**src/hw/boot_seq_params.svh**
```systemverilog
`ifndef BOOT_SEQ_PARAMS_SVH
`define BOOT_SEQ_PARAMS_SVH
`define CLK_FREQ_HZ 100000000
`define SLOW_FREQ_HZ 32768
`define SLOW_DIV_CYC (`CLK_FREQ_HZ / `SLOW_FREQ_HZ)
`define T_SLOW_NS 30518
`define T_WAKE_US 25000
`define T_INIT_XTAL_US 1100000
`define T_INIT_EXT_NOFL_NS 10300000
`define T_INIT_EXT_FL_NS 17300000
`define T_LOAD_NS_PER_KB 1700000
`define T_CHECK_NS_PER_KB 60000
`define T_PULSE_LONG_US 200000
`define T_PULSE_SHORT_US 100
`define T_REL_US 1000
`define US_TO_TICKS(us) ((((us) * 64'd32768) + 64'd999999) / 64'd1000000)
`define NS_TO_TICKS(ns) ((((ns) * 64'd32768) + 64'd999999999) / 64'd1000000000)
`define WAKE_TICKS `US_TO_TICKS(`T_WAKE_US)
`define INIT_XTAL_TICKS `US_TO_TICKS(`T_INIT_XTAL_US)
`define INIT_EXT_NOFL_TICKS `NS_TO_TICKS(`T_INIT_EXT_NOFL_NS)
`define INIT_EXT_FL_TICKS `NS_TO_TICKS(`T_INIT_EXT_FL_NS)
`define PULSE_LONG_TICKS `US_TO_TICKS(`T_PULSE_LONG_US)
`define PULSE_SHORT_TICKS `US_TO_TICKS(`T_PULSE_SHORT_US)
`define REL_TICKS `US_TO_TICKS(`T_REL_US)
`define TICK_W 24
`define KB_W 12
`endif

```
**src/hw/boot_seq_pkg.sv**
```systemverilog
package boot_seq_pkg;
  typedef enum logic [2:0] {
    ST_SUPPLY,
    ST_RESTART,
    ST_WAKE,
    ST_INIT,
    ST_IMAGE,
    ST_DONE
  } phase_e;
  typedef struct packed {
    logic ext_slow_clock;
    logic has_flash;
    logic short_pulse_ok;
    logic [11:0] image_kb;
  } boot_cfg_s;
  typedef struct packed {
    logic held;
    logic pulse_short;
    logic supply_early;
    logic boot_done;
  } boot_status_s;
endpackage

```
**src/hw/boot_sequencer.sv**
```systemverilog
`timescale 1ns/100ps
`include "boot_seq_params.svh"
module boot_sequencer
  import boot_seq_pkg::*;
(
  input wire logic core_clk,
  input wire logic sys_rst,
  input wire logic restart_line_low_n,
  input wire logic supply_stable,
  input wire logic slow_clock_stable,
  input wire boot_cfg_s cfg,
  output phase_e phase,
  output boot_status_s status
);
  localparam int TW = `TICK_W;
  localparam logic [TW-1:0] WAKE_T = TW'(`WAKE_TICKS);
  localparam logic [TW-1:0] XTAL_T = TW'(`INIT_XTAL_TICKS);
  localparam logic [TW-1:0] EXT_NF_T = TW'(`INIT_EXT_NOFL_TICKS);
  localparam logic [TW-1:0] EXT_FL_T = TW'(`INIT_EXT_FL_TICKS);
  localparam logic [TW-1:0] LONG_T = TW'(`PULSE_LONG_TICKS);
  localparam logic [TW-1:0] SHORT_T = TW'(`PULSE_SHORT_TICKS);
  localparam logic [TW-1:0] ONE = TW'(1);

  logic tick;
  phase_e phase_reg, phase_next;
  logic [TW-1:0] cnt_reg, cnt_next;
  // Image time is kept in nanoseconds; the largest image at the slower
  // load rate needs more than 32 bits, so 40 are used.
  logic [39:0] img_ns_reg, img_ns_next;
  logic [39:0] img_acc_reg, img_acc_next;
  boot_status_s stat_reg, stat_next;
  logic pulse_reg, pulse_next;
  logic [TW-1:0] init_t;
  logic [TW-1:0] pulse_min;
  logic [39:0] per_kb;
  logic low;

  slow_tick_gen u_tick (
    .core_clk(core_clk),
    .sys_rst(sys_rst),
    .tick(tick)
  );

  assign low = !restart_line_low_n;

  always_comb
  begin
    init_t = XTAL_T;
    if (cfg.ext_slow_clock)
      init_t = cfg.has_flash ? EXT_FL_T : EXT_NF_T;
    pulse_min = cfg.short_pulse_ok ? SHORT_T : LONG_T;
    per_kb = cfg.has_flash ? 40'(`T_CHECK_NS_PER_KB)
                           : 40'(`T_LOAD_NS_PER_KB);
  end

  always_comb
  begin
    phase_next = phase_reg;
    cnt_next = cnt_reg;
    img_ns_next = img_ns_reg;
    img_acc_next = img_acc_reg;
    pulse_next = pulse_reg;
    stat_next = stat_reg;
    stat_next.held = low;
    if (tick && cnt_reg != {TW{1'b1}})
      cnt_next = cnt_reg + ONE;
    if (low && phase_reg != ST_SUPPLY && phase_reg != ST_RESTART)
    begin
      // A restart pulse in any phase after ST_RESTART sends the sequence back to ST_RESTART.
      phase_next = ST_RESTART;
      cnt_next = '0;
      pulse_next = 1'b1;
      stat_next.boot_done = 1'b0;
    end
    else
    begin
      case (phase_reg)
        ST_SUPPLY:
        begin
          pulse_next = 1'b0;
          if (!low && !supply_stable)
            stat_next.supply_early = 1'b1;
          if (supply_stable)
          begin
            phase_next = ST_RESTART;
            cnt_next = '0;
          end
        end
        ST_RESTART:
        begin
          if (!supply_stable)
          begin
            phase_next = ST_SUPPLY;
            cnt_next = '0;
          end
          else if (!low && (!cfg.ext_slow_clock || slow_clock_stable))
          begin
            // pulse floor check
            // Power-up release is paced by the board, so only a pulse
            // that cut a running sequence is held to the floor.
            stat_next.pulse_short = pulse_reg && (cnt_reg < pulse_min);
            phase_next = ST_WAKE;
            cnt_next = '0;
          end
        end
        ST_WAKE:
          if (cnt_reg >= WAKE_T)
          begin
            phase_next = ST_INIT;
            cnt_next = '0;
          end
        ST_INIT:
          if (cnt_reg >= init_t)
          begin
            phase_next = ST_IMAGE;
            cnt_next = '0;
            img_ns_next = 40'(cfg.image_kb) * per_kb;
            img_acc_next = '0;
          end
        ST_IMAGE:
        begin
          if (img_acc_reg >= img_ns_reg)
          begin
            phase_next = ST_DONE;
            stat_next.boot_done = 1'b1;
          end
          else if (tick)
            img_acc_next = img_acc_reg + 40'(`T_SLOW_NS);
        end
        ST_DONE:
          stat_next.boot_done = 1'b1;
        default:
          phase_next = ST_SUPPLY;
      endcase
    end
  end

  always_ff @(posedge core_clk)
  begin
    if (sys_rst)
    begin
      phase_reg <= ST_SUPPLY;
      cnt_reg <= '0;
      img_ns_reg <= '0;
      img_acc_reg <= '0;
      stat_reg <= '0;
      pulse_reg <= 1'b0;
    end
    else
    begin
      phase_reg <= phase_next;
      cnt_reg <= cnt_next;
      img_ns_reg <= img_ns_next;
      img_acc_reg <= img_acc_next;
      stat_reg <= stat_next;
      pulse_reg <= pulse_next;
    end
  end

  assign phase = phase_reg;
  assign status = stat_reg;
endmodule // boot_sequencer

```
**src/hw/slow_tick_gen.sv**
```systemverilog
`timescale 1ns/100ps
`include "boot_seq_params.svh"
// Makes a one-cycle pulse at the 32.768 kHz slow tick rate.
module slow_tick_gen
  import boot_seq_pkg::*;
(
  input wire logic core_clk,
  input wire logic sys_rst,
  output logic tick
);
  localparam logic [15:0] DIV_LAST = 16'(`SLOW_DIV_CYC - 1);
  logic [15:0] div_reg;
  logic [15:0] div_next;
  logic tick_reg;
  logic tick_next;

  always_comb
  begin
    tick_next = (div_reg == DIV_LAST);
    div_next = tick_next ? 16'h0000 : div_reg + 16'h0001;
  end

  always_ff @(posedge core_clk)
  begin
    if (sys_rst)
    begin
      div_reg <= 16'h0000;
      tick_reg <= 1'b0;
    end
    else
    begin
      div_reg <= div_next;
      tick_reg <= tick_next;
    end
  end

  assign tick = tick_reg;
endmodule // slow_tick_gen

```
**config.mk**
```make
export PLATFORM = sky130hd
export DESIGN_NAME = boot_sequencer
export DESIGN_NICKNAME = d
export VERILOG_FILES = /design/src/hw/boot_seq_pkg.sv /design/src/hw/boot_sequencer.sv /design/src/hw/slow_tick_gen.sv
export VERILOG_INCLUDE_DIRS = /design/src /design/src/hw
export SDC_FILE = /design/constraint.sdc
export NUM_CORES = 1
export LEC_CHECK = 0
export BUFFER_PORTS_ARGS = -buffer_cell sky130_fd_sc_hd__buf_2
export CAP_MARGIN = 30
export CORE_MARGIN = 2
export CORE_UTILIZATION = 43
export CTS_CLUSTER_DIAMETER = 60
export DETAILED_ROUTE_END_ITERATION = 6
export PLACE_DENSITY = 0.55
export SLEW_MARGIN = 5
export SYNTH_ARGS = -nofsm -noshare
export SYNTH_HDL_FRONTEND = slang
export SYNTH_SLANG_ARGS = --single-unit
```
**constraint.sdc**
```tcl
create_clock -name core_clk -period 11.4 [get_ports core_clk]
set_input_delay 0.57 -clock core_clk [delete_from_list [all_inputs] [get_ports core_clk]]
set_output_delay 0.57 -clock core_clk [all_outputs]
set_load 0.01 [all_outputs]
```
* Word-level counts from Yosys, hierarchy flattened
Cells that the tools add are included.
Word-level totals: register bits after elaboration 129, input port bits 20, logic and storage cells 94
Cells by class: add/subtract/negate cells 3, $mul 1, order comparisons 4, eq/ne operators 21, multiplexer cells 27, bitwise gates (word level) 2, reductions and logical operators 24
Operator list (number):
- $mux 24 | 6
- $mux 40 | 3
- $pmux 24 s4 | 1
- $pmux 40 s2 | 1
- $add 40x15->40 const B | 1
- $ge 40x40->1 | 1
- $mul 12x21->33 | 1
- $add 24x1->24 const B | 1
- $ge 24x10->1 const B | 1
- $ge 24x16->1 | 1
- $lt 24x13->1 | 1
- $ne 24x24->1 const B | 1
- $mux 21 | 1
- $mux 3 | 6
- $pmux 3 s6 | 1
- $add 16x1->16 const B | 1
- $eq 16x12->1 const B | 1
- $mux 16 | 1
- $ne 3x3->1 const B | 5
- $mux 13 | 1
- $ne 2x2->1 const B | 6
- $reduce_and 6->1 | 2
- $mux 10 | 1
- $eq 3x2->1 const B | 2
- 19 further kinds | 35

* Longest topological paths before layout
Gate-level depths: netlist of run 1.
depth in word-level cells 7, gate-level depth with buffers 22, depth with buffers taken out 20

* Cells and area by module
From an unflattened synthesis of run 1, not the netlist that was laid out.
Unflattened totals: cells, all modules 1255, area total of the unflattened synthesis 10714.0 µm²
By module, submodules not included:
- boot_sequencer | instances 1, cells an instance 1168, area each 9937.0 µm²
- slow_tick_gen | instances 1, cells an instance 87, area each 777.0 µm²

* Worst setup path before layout of run 1
Ideal clock, no wire load.
path kind input port to flip-flop, start input port cfg[13] (netlist bit), end register img_ns_reg[30], arrival time 5.342 ns, slack 5.962 ns, stages on the path 19, buffers on the path 1, cells stage by stage clkbuf_1 -> nor2_1 -> fa_1 -> inv_1 -> fa_1 -> fa_1 -> inv_1 -> fa_1 -> inv_1 -> fa_1 -> inv_1 -> ha_1 -> nand4_1 -> nor4_1 -> a22oi_1 -> o21ai_1 -> o41ai_1 -> or4_1 -> o311ai_1
On the way: cells in the longest elaborated chain, start to end 4, elaborated cells between the ends (all ways) 6
RTL lines:
- start, declared | line boot_sequencer.sv:11 | input wire boot_cfg_s cfg,
- branches (longest 4 deep; another with $mul 12x21->33)
- end signal, assigned | line boot_sequencer.sv:153 | img_ns_reg <= img_ns_next;
- end, declared | line boot_sequencer.sv:29 | logic [39:0] img_ns_reg, img_ns_next;
Parallel ways; which one is timed is not known. A chain may end at the register's enable or synchronous reset.

* Worst setup path after layout of run 1
Ends and elaborated chain as after synthesis.

==> impl_metrics.py, run 1 <==
metrics = {
    "synth": {
        "muxShareOfSynthArea": 0.0220,
        "postSynthCellCount": 1296,
        "synth_top_family_by_area": "adder cells",
        "number_of_flops_mapped_to_enable_cells_by_yosys": 0,
        "ys_async_sr_fraction": 0,
        "dominantRegCellSynth": "sky130_fd_sc_hd__dfxtp_1",
        "yosysMostFrequentCell": "sky130_fd_sc_hd__inv_1",
        "part_of_the_yosys_area_used_for_sequential_elements": 0.210,
        "synthXorXnorAreaFrac": 0.0420,
        "synth.avg_cell_area_um2": 8.53,
        "synth_area_um2": 11100,
        "ys.warnings.count": 0,
        "netlist_top_cells_count": "sky130_fd_sc_hd__inv_1, sky130_fd_sc_hd__ha_1, sky130_fd_sc_hd__dfxtp_1",
        "synth.ff_latch_count": 116,
        "synth_area_leader_cell": "sky130_fd_sc_hd__dfxtp_1",
        "synth_top_area_frac": 0.210,
        "synth_top_cells_by_area": "sky130_fd_sc_hd__dfxtp_1, sky130_fd_sc_hd__ha_1, sky130_fd_sc_hd__fa_1, sky130_fd_sc_hd__inv_1, sky130_fd_sc_hd__nand2_1",
        "synth_area_in_compound_gates": 0.123,
        "yosys.cell_types.count": 74,
        "synth_adder_area_share": 0.320,
        "synth-simple-area-share": 0.194,
    },
    "worst_setup_path": {
        "timing.rr.end": "img_acc_reg[7]",
        "worst_setup_path_start_kind": "primary input",
        "cp.buffers_inverters": 6,
        "worstReg2RegStart": "cnt_reg[11]",
        "timing.critical_path.to_type": "register",
        "worstPathArrival_ps": 6070,
        "critical_path_depth": 21,
        "reg2reg_slack_ps": 8040,
        "timing.critical_path.slowest_stage_cell": "sky130_fd_sc_hd__fa_1",
        "crit_path_max_delay_family": "adder cells",
        "crit_path_max_incr_delay_ps": 550,
        "crit_required_ps": 11720,
        "cell_repeated_most_along_the_worst_path": "sky130_fd_sc_hd__inv_1",
        "reg2regPathDepth": 10,
        "worstPathMaxFanout": 26,
        "worstPathCellList": "buf_2, nand2b_1, inv_1, or2_2, ha_1, inv_1, fa_1, inv_1, fa_1, fa_1, inv_1, fa_1, inv_1, ha_1, nand2_1, o21ai_0, a22oi_1, o21ai_1, o41ai_1, or4_1, o311ai_1",
        "worst-setup-path-type": "in2reg",
        "timing.critical_path.from": "cfg[13]",
        "critical_path_capture_point": "img_ns_reg[30]",
    },
    "floorplan": {
        "initial_core_util": 0.439,
        "die_h_um": 164,
        "boundaryPins": 27,
        "floorplan.die_area_um2": 27000,
        "fp.dieW_um": 164,
        "design.core.area_um2": 25200,
        "row_cnt": 58,
    },
    "clock_tree": {
        "cts.repair_timing.setup_buffer_count": 0,
        "h-tree-depth": 4,
        "hold_buffers": 0,
        "clock-sinks": 116,
        "path_clk_slew_ps": 60,
        "ctsRootBufferMaster": "sky130_fd_sc_hd__clkbuf_16",
        "clock_insertion_delay_worst_skew_ps": 410,
        "clock_tree_from_tritoncts": "yes",
        "cts-root-to-sink-buffers": 2,
        "cts.repair.resized": 0,
        "cts-buffers-inserted": 17,
    },
    "timing": {
        "final.min_clock_period_ps": 5750,
        "fin_skew_ps": 13.7,
        "report.final.slew_viol_count": 0,
        "setup-tns-final_ps": 0,
        "max-slew-margin-rel": 0.427,
        "grt_setup_unrepaired": "no",
        "final-setup-viol-count": 0,
        "worst_pin_slew_ps": 858,
        "setup_slack_ps": 5650,
        "post-route-period-util": 0.504,
        "achievable-frequency_mhz": 174,
        "hold_violations": 0,
    },
    "power": {
        "report.power.total_uw": 2330,
        "vdd.ir_drop.worst_v": 0.000147,
        "clkPwrFrac": 0.226,
        "power_report.internal_total_uw": 1310,
        "total_leakage_power_uw": 0.00541,
        "power.switching_fraction": 0.436,
        "power.share.combinational": 0.588,
        "powerDensity_nw_per_um2": 193,
        "power_frac_seq": 0.185,
        "switching_power_uw": 1020,
    },
    "place": {
        "placement.setup.worst_slack_ps": 5280,
        "port_buffers": 26,
        "final_weighted_congestion_of_routability_driven_global_placement": 0.825,
        "hpwl_um": 18900,
    },
    "detailed_routing": {
        "routed_wl_um": 23700,
        "drcViolationCount": 0,
        "detail_route.vias_per_cell": 5.20,
        "wire_per_inst_um": 14.3,
        "route.antenna.remaining_nets": 0,
        "number_of_search_and_repair_iterations_in_the_first_detailed_routing_pass": 5,
        "first_drt_iteration_drcs": 451,
        "dr_total_vias": 8587,
    },
    "cells_and_area": {
        "fill_cells": 2494,
        "finalNetCount": 1562,
        "fraction_of_layout_cells_with_a_size_suffix_above_1": 0.0643,
        "largest_register_ff_count": 39,
        "area_overhead_vs_synth_pct": 8.98,
        "antenna_cells_inserted": 0,
    },
    "worst_hold_path": {
        "min_path_type": "in2reg",
    },
    "global_route": {
        "first_global_vias": 8417,
        "grt_first_pass_wirelength_um": 41100,
        "grtUsageTotal": 0.190,
        "largest_net_degree_at_the_start_of_global_routing": 54,
        "number_of_antenna_violations_at_the_first_check_in_global_routing": 0,
        "grt-ovfl-total": 0,
    },
    "flow_run": {
        "cap_violations": 0,
    },
    "run_status": {
        "run_status": "finished clean",
    },
}
## layer usage
layer,global-route usage,up-vias,share of wire
met1,0.275,4092,0.52
met5,0,-,0
met3,0.0273,11,0.028
li1,-,4380,-
met2,0.304,104,0.45
met4,0.0307,0,0.0044
## worst register-to-register path, cell delays in order (launching register included)
cell and delay, ps:
sky130_fd_sc_hd__dfxtp_1 460, sky130_fd_sc_hd__ha_1 300, sky130_fd_sc_hd__and3_1 200, sky130_fd_sc_hd__a221o_1 380, sky130_fd_sc_hd__a2111oi_4 400, sky130_fd_sc_hd__o31ai_2 190
sky130_fd_sc_hd__buf_4 220, sky130_fd_sc_hd__a31oi_4 270, sky130_fd_sc_hd__buf_4 470, sky130_fd_sc_hd__o311ai_0 300, sky130_fd_sc_hd__o41ai_2 90
## area by class of cell
class,instances,area (um2),share of cell area
timing repair buffer,32,195,0.0162
tap,330,413,0.0343
inverter,199,747,0.0620
clock inverter,9,105,0.00873
clock buffer,21,470,0.0391
sequential,116,2320,0.193
multi-input combinational,945,7790,0.647
## cell usage in the layout, fill, tap and decap left out, types with 14 or more instances in the layout
| master | count |
|---|---|
| sky130_fd_sc_hd__ha_1 | 145 |
| sky130_fd_sc_hd__nand2_1 | 109 |
| sky130_fd_sc_hd__xnor2_1 | 23 |
| sky130_fd_sc_hd__buf_2 | 26 |
| sky130_fd_sc_hd__xor2_1 | 30 |
| sky130_fd_sc_hd__nand3_1 | 28 |
| sky130_fd_sc_hd__and2_1 | 22 |
| sky130_fd_sc_hd__inv_1 | 199 |
| sky130_fd_sc_hd__mux2i_1 | 22 |
| sky130_fd_sc_hd__o21ai_0 | 34 |
| sky130_fd_sc_hd__a21o_1 | 14 |
| sky130_fd_sc_hd__fa_1 | 86 |
| sky130_fd_sc_hd__dfxtp_1 | 116 |
| sky130_fd_sc_hd__nand2b_1 | 40 |
| sky130_fd_sc_hd__clkbuf_16 | 17 |
| sky130_fd_sc_hd__nor2_1 | 97 |
| sky130_fd_sc_hd__nor3_1 | 36 |
| sky130_fd_sc_hd__a21oi_1 | 63 |
| sky130_fd_sc_hd__nand4_1 | 25 |
## worst min path at each step
stage / startpoint / to / slack, ps / depth (start not counted)
floorplan: img_acc_reg[35] / img_acc_reg[35] / 430 / 1
global placement: img_ns_reg[14] / img_ns_reg[14] / 440 / 2
detailed placement: img_ns_reg[14] / img_ns_reg[14] / 440 / 2
CTS: restart_line_low_n / status[3] / 430 / 2
global route: restart_line_low_n / status[3] / 440 / 2
finish: restart_line_low_n / status[3] / 440 / 2
## kinds of logic after synthesis
group	Yosys count
multiplexers	24
adder cells (fa/ha/maj)	231
flip-flops	116
XOR/XNOR	53
AND/OR/NAND/NOR	427
other	2
AO/OA/AOI/OAI	199
buffers and inverters	244
## metrics by stage
stage           util  hold slack [ps]  std cells  instance area (um2)
6_report       0.478              437       1652                12000
5_1_grt        0.478              441       1652                12000
4_1_cts        0.478              426       1652                12000
3_5_place_dp   0.455              445       1622                11500
3_3_place_gp   0.454              442       1620                11400
2_1_floorplan      -              430       1305                11100
## power by group through the flow
stage	Sequential (uW)	Clock, uW	Combinational, uW
after floorplan	436	0	1080
after global placement	440	0	1370
after detailed placement	440	0	1370
after CTS	432	537	1380
after global routing	433	555	1580
final	431	527	1370
Power figures use the tool's default switching activity.
==> run 2: changes to the inputs <==
==> constraint.sdc (replaced) <==
create_clock -name core_clk -period 5.9 [get_ports core_clk]
set_input_delay 0.295 -clock core_clk [delete_from_list [all_inputs] [get_ports core_clk]]
set_output_delay 0.295 -clock core_clk [all_outputs]
set_load 0.01 [all_outputs]
==> impl_metrics.py, run 2 (synthesized netlist as in run 1, its figures left out) <==
metrics = {
    "run_status": {
        "run_status": "finished clean",
    },
    "worst_setup_path": {
        "reg2regPathDepth": 11,
        "reg2reg_slack_ps": 2720,
        "worst_setup_path_start_kind": "primary input",
        "timing.critical_path.to_type": "register",
        "worst-setup-path-type": "in2reg",
        "timing.rr.end": "img_acc_reg[29]",
        "worstReg2RegStart": "cnt_reg[11]",
        "worstPathMaxFanout": 15,
        "worstPathArrival_ps": 5580,
        "crit_required_ps": 6230,
    },
    "floorplan": {
        "design.core.area_um2": 25200,
        "row_cnt": 58,
        "fp.dieW_um": 164,
        "floorplan.die_area_um2": 27000,
        "boundaryPins": 27,
        "initial_core_util": 0.439,
        "die_h_um": 164,
    },
    "power": {
        "power_report.internal_total_uw": 2550,
        "switching_power_uw": 2010,
        "vdd.ir_drop.worst_v": 0.000283,
        "powerDensity_nw_per_um2": 376,
        "power.share.combinational": 0.590,
        "clkPwrFrac": 0.227,
        "total_leakage_power_uw": 0.00545,
        "power.switching_fraction": 0.441,
        "power_frac_seq": 0.183,
    },
    "detailed_routing": {
        "number_of_search_and_repair_iterations_in_the_first_detailed_routing_pass": 5,
        "detail_route.vias_per_cell": 5.22,
        "first_drt_iteration_drcs": 523,
        "wire_per_inst_um": 14.4,
        "drcViolationCount": 0,
        "routed_wl_um": 24000,
        "route.antenna.remaining_nets": 0,
        "dr_total_vias": 8676,
    },
    "timing": {
        "worst_pin_slew_ps": 820,
        "setup_slack_ps": 652,
        "report.final.slew_viol_count": 0,
        "setup-tns-final_ps": 0,
        "post-route-period-util": 0.890,
        "final.min_clock_period_ps": 5250,
        "max-slew-margin-rel": 0.452,
        "fin_skew_ps": 17.8,
        "achievable-frequency_mhz": 191,
        "grt_setup_unrepaired": "no",
        "final-setup-viol-count": 0,
        "hold_violations": 0,
    },
    "cells_and_area": {
        "largest_register_ff_count": 39,
        "area_overhead_vs_synth_pct": 9.77,
        "final_cell_mix": "sky130_fd_sc_hd__inv_1, sky130_fd_sc_hd__ha_1, sky130_fd_sc_hd__dfxtp_1",
        "total_non_filler_cell_area_in_the_finished_layout_um2": 12100,
        "antenna_cells_inserted": 0,
        "layout.cells.most_common": "sky130_fd_sc_hd__inv_1",
        "fraction_of_layout_cells_with_a_size_suffix_above_1": 0.0721,
        "finalNetCount": 1570,
        "fill_cells": 2469,
    },
    "clock_tree": {
        "cts.repair.resized": 0,
        "hold_buffers": 0,
        "clock-sinks": 116,
        "cts-buffers-inserted": 17,
        "cts-root-to-sink-buffers": 2,
        "path_clk_slew_ps": 70,
        "ctsRootBufferMaster": "sky130_fd_sc_hd__clkbuf_16",
        "h-tree-depth": 4,
        "clock_tree_from_tritoncts": "yes",
        "clock_insertion_delay_worst_skew_ps": 420,
        "cts.repair_timing.setup_buffer_count": 0,
    },
    "flow_run": {
        "cap_violations": 0,
    },
    "place": {
        "hpwl_um": 19100,
        "port_buffers": 26,
        "detailed_place.area_um2": 11500,
        "placement.setup.worst_slack_ps": 282,
        "final_weighted_congestion_of_routability_driven_global_placement": 0.854,
    },
    "global_route": {
        "grtUsageTotal": 0.192,
        "first_global_vias": 8479,
        "largest_net_degree_at_the_start_of_global_routing": 49,
        "number_of_antenna_violations_at_the_first_check_in_global_routing": 0,
        "grt_first_pass_wirelength_um": 41500,
        "grt-ovfl-total": 0,
    },
    "worst_hold_path": {
        "hold_path_depth": 2,
        "min_path_type": "in2reg",
        "hold_start": "restart_line_low_n",
        "worstHoldEndpoint": "status[3]",
    },
}
run 2: changes by cell type in the layout (fill, tap and decap cells not counted), sizes merged:
| cell | delta |
|---|---|
| clkinvlp | +4 |
| clkbuf | -3 |
| buf | +8 |
| clkinv | -3 |
| inv | +4 |
run 2: final cells by class:
class	count	area, um2	share of cell area
Clock buffer	18	439	0.0362
Clock inverter	14	151	0.0125
Inverter	199	747	0.0616
Multi-Input combinational cell	945	7790	0.642
Sequential cell	116	2320	0.191
Tap cell	330	413	0.0340
Timing Repair Buffer	40	268	0.0221
run 2: metal layers:
metal / up-vias / track usage / share of wire
met1: 4162 / 0.275 / 0.52
met4: 0 / 0.0275 / 0.0065
li1: 4390 / - / -
met5: - / 0 / 0
met2: 116 / 0.309 / 0.44
met3: 8 / 0.0316 / 0.029
run 2: worst max path at each step:
stage,start,to,slack (ps),depth (start not counted)
after detailed placement,cfg[13],img_ns_reg[30],280,21
after CTS,cfg[13],img_ns_reg[30],720,21
after floorplan,cfg[13],img_ns_reg[30],740,19
final,cfg[13],img_ns_reg[30],650,21
after global placement,cfg[13],img_ns_reg[30],370,21
after global routing,cfg[13],img_ns_reg[30],390,21
run 2: worst max-delay path, stage by stage:
cell                       delay, ps
sky130_fd_sc_hd__buf_2           220
sky130_fd_sc_hd__nand2b_1        180
sky130_fd_sc_hd__inv_1           110
sky130_fd_sc_hd__or2_2           340
sky130_fd_sc_hd__ha_1            280
sky130_fd_sc_hd__inv_1            50
sky130_fd_sc_hd__fa_1            430
sky130_fd_sc_hd__inv_1            80
sky130_fd_sc_hd__fa_1            450
sky130_fd_sc_hd__fa_1            550
sky130_fd_sc_hd__inv_1            50
sky130_fd_sc_hd__fa_1            520
sky130_fd_sc_hd__inv_1            40
sky130_fd_sc_hd__ha_1            360
sky130_fd_sc_hd__nand4_1         220
sky130_fd_sc_hd__nor4_1          340
sky130_fd_sc_hd__a22oi_1         170
sky130_fd_sc_hd__o21ai_1         290
sky130_fd_sc_hd__o41ai_1         110
sky130_fd_sc_hd__or4_1           400
sky130_fd_sc_hd__o311ai_1         90
run 2: power by group through the flow:
stage               sequential (uW)  clock, uW  combinational [uW]
global route                    837       1100                3120
detailed placement              850          0                2670
CTS                             833       1060                2690
finish                          833       1040                2690
floorplan                       842          0                2100
global placement                850          0                2670
run 2: metrics by stage:
| stage | hold WS, ps | total power (uW) | utilization | std cells |
|---|---|---|---|---|
| 4_1_cts | 162 | 4590 | 0.482 | 1662 |
| 3_3_place_gp | 442 | 3520 | 0.456 | 1628 |
| 6_report | 178 | 4560 | 0.482 | 1662 |
| 5_1_grt | 174 | 5050 | 0.482 | 1662 |
| 2_1_floorplan | 430 | 2940 | - | 1305 |
| 3_5_place_dp | 447 | 3520 | 0.458 | 1630 |
==> run 3: changes to the inputs <==
--- a/config.mk
+++ b/config.mk
@@ -13,6 +13,7 @@
 export CTS_CLUSTER_DIAMETER = 60
 export DETAILED_ROUTE_END_ITERATION = 6
 export PLACE_DENSITY = 0.55
+export REMOVE_ABC_BUFFERS = 1
 export SLEW_MARGIN = 5
 export SYNTH_ARGS = -nofsm -noshare
 export SYNTH_HDL_FRONTEND = slang
==> impl_metrics.py, run 3 (synthesized netlist as in run 1, its figures left out) <==
metrics = {
    "run_status": {
        "run_status": "finished clean",
    },
    "clock_tree": {
        "clock_tree_from_tritoncts": "yes",
        "cts.repair_timing.setup_buffer_count": 0,
        "cts.repair.resized": 0,
        "cts-root-to-sink-buffers": 2,
        "h-tree-depth": 4,
        "ctsRootBufferMaster": "sky130_fd_sc_hd__clkbuf_16",
        "cts-buffers-inserted": 17,
        "clock_insertion_delay_worst_skew_ps": 430,
        "path_clk_slew_ps": 70,
        "clock-sinks": 116,
        "hold_buffers": 0,
    },
    "global_route": {
        "grtUsageTotal": 0.191,
        "largest_net_degree_at_the_start_of_global_routing": 49,
        "number_of_antenna_violations_at_the_first_check_in_global_routing": 0,
        "grt-ovfl-total": 0,
        "grt_first_pass_wirelength_um": 41200,
        "first_global_vias": 8341,
    },
    "power": {
        "total_leakage_power_uw": 0.00548,
        "power_frac_seq": 0.179,
        "clkPwrFrac": 0.251,
        "power.switching_fraction": 0.427,
        "switching_power_uw": 1990,
        "power.share.combinational": 0.570,
        "powerDensity_nw_per_um2": 382,
        "power_report.internal_total_uw": 2670,
        "vdd.ir_drop.worst_v": 0.000261,
    },
    "timing": {
        "post-route-period-util": 0.903,
        "report.final.slew_viol_count": 0,
        "grt_setup_unrepaired": "no",
        "hold_violations": 0,
        "final.min_clock_period_ps": 5330,
        "achievable-frequency_mhz": 188,
        "worst_pin_slew_ps": 860,
        "final-setup-viol-count": 0,
        "hold_slack_ps": 155,
        "setup-tns-final_ps": 0,
        "fin_skew_ps": 15.3,
        "max-slew-margin-rel": 0.427,
    },
    "floorplan": {
        "fp.dieW_um": 164,
        "initial_core_util": 0.439,
        "die_h_um": 164,
        "row_cnt": 58,
        "design.core.area_um2": 25200,
        "floorplan.die_area_um2": 27000,
        "boundaryPins": 27,
    },
    "worst_hold_path": {
        "hold_start": "restart_line_low_n",
        "min_path_type": "in2reg",
    },
    "detailed_routing": {
        "first_drt_iteration_drcs": 331,
        "routed_wl_um": 24400,
        "route.antenna.remaining_nets": 0,
        "detail_route.vias_per_cell": 5.14,
        "drcViolationCount": 0,
        "wire_per_inst_um": 14.7,
        "number_of_search_and_repair_iterations_in_the_first_detailed_routing_pass": 5,
        "dr_total_vias": 8537,
    },
    "place": {
        "detailed_place.area_um2": 11500,
        "hpwl_um": 19300,
        "port_buffers": 26,
        "final_weighted_congestion_of_routability_driven_global_placement": 0.881,
    },
    "worst_setup_path": {
        "worstReg2RegStart": "cnt_reg[10]",
        "worstPathMaxFanout": 21,
        "worst-setup-path-type": "in2reg",
        "crit_required_ps": 6230,
        "timing.critical_path.to_type": "register",
        "worst_setup_path_start_kind": "primary input",
        "worstPathArrival_ps": 5650,
        "timing.critical_path.from": "cfg[13]",
    },
    "cells_and_area": {
        "fraction_of_layout_cells_with_a_size_suffix_above_1": 0.0721,
        "area_overhead_vs_synth_pct": 10.2,
        "largest_register_ff_count": 39,
        "layout.cells.most_common": "sky130_fd_sc_hd__inv_1",
        "fill_cells": 2404,
        "finalNetCount": 1570,
        "antenna_cells_inserted": 0,
        "total_non_filler_cell_area_in_the_finished_layout_um2": 12200,
        "final_cell_mix": "sky130_fd_sc_hd__inv_1, sky130_fd_sc_hd__ha_1, sky130_fd_sc_hd__dfxtp_1",
    },
    "flow_run": {
        "cap_violations": 0,
    },
}
-- run 3: cell count changes in the layout (fill, tap and decap cells not counted) --
cell and change:
sky130_fd_sc_hd__buf_16 -1, sky130_fd_sc_hd__clkinv_4 +3, sky130_fd_sc_hd__clkinv_2 -1, sky130_fd_sc_hd__inv_6 -1, sky130_fd_sc_hd__buf_4 +1, sky130_fd_sc_hd__bufinv_16 +3
sky130_fd_sc_hd__buf_12 -1, sky130_fd_sc_hd__clkinvlp_4 -4, sky130_fd_sc_hd__buf_8 +1
-- run 3: final timing paths --
check        slack [ps]              to  depth (start not counted)
max                 570  img_ns_reg[30]                         21
min                 150       status[3]                          2
max reg2reg        2420  img_acc_reg[6]                         10
min reg2reg         450   img_ns_reg[9]                          2
-- run 3: stage by stage --
| stage | total power [uW] | worst slack, ps | instances | utilization |
|---|---|---|---|---|
| after global placement | 3510 | 259 | 1629 | 0.457 |
| after detailed placement | 3510 | 127 | 1630 | 0.457 |
| after CTS | 4700 | 562 | 1662 | 0.484 |
| final | 4660 | 575 | 1662 | 0.484 |
| after global routing | 5150 | 120 | 1662 | 0.484 |
| after floorplan | 2910 | 852 | 1260 | - |
-- run 3: layer usage --
metal | vias up | track usage | routed length, um
met1 | 4005 | 0.270 | 12700
li1 | 4398 | - | -
met5 | - | 0 | 0
met3 | 26 | 0.0280 | 596
met2 | 108 | 0.301 | 10700
met4 | 0 | 0.0550 | 406
-- run 3: final cells by class --
type	count	area (um2)	area share
repair buffers	40	243	0.0199
flip-flops and latches	116	2320	0.191
multi-input cells	945	7790	0.640
inverters	199	747	0.0613
clock buffers	18	439	0.0361
well taps	330	413	0.0339
clock inverters	14	224	0.0184
-- run 3: power groups by stage --
| stage | combinational (uW) | sequential [uW] | clock (uW) |
|---|---|---|---|
| 2_1_floorplan | 2060 | 847 | 0 |
| 3_3_place_gp | 2660 | 851 | 0 |
| 3_5_place_dp | 2660 | 851 | 0 |
| 4_1_cts | 2670 | 834 | 1190 |
| 5_1_grt | 3080 | 837 | 1230 |
| 6_report | 2650 | 834 | 1170 |
-- run 3: critical path, cell delays in order --
cell and delay [ps]:
sky130_fd_sc_hd__buf_2 320, sky130_fd_sc_hd__nand2b_1 190, sky130_fd_sc_hd__inv_1 90, sky130_fd_sc_hd__or2_2 320
sky130_fd_sc_hd__ha_1 280, sky130_fd_sc_hd__inv_1 50, sky130_fd_sc_hd__fa_1 440, sky130_fd_sc_hd__inv_1 80
sky130_fd_sc_hd__fa_1 430, sky130_fd_sc_hd__fa_1 540, sky130_fd_sc_hd__inv_1 50, sky130_fd_sc_hd__fa_1 520
sky130_fd_sc_hd__inv_1 40, sky130_fd_sc_hd__ha_1 350, sky130_fd_sc_hd__nand2_1 70, sky130_fd_sc_hd__o21ai_0 440
sky130_fd_sc_hd__a22oi_1 240, sky130_fd_sc_hd__o21ai_1 270, sky130_fd_sc_hd__o41ai_1 110, sky130_fd_sc_hd__or4_1 410
sky130_fd_sc_hd__o311ai_1 100
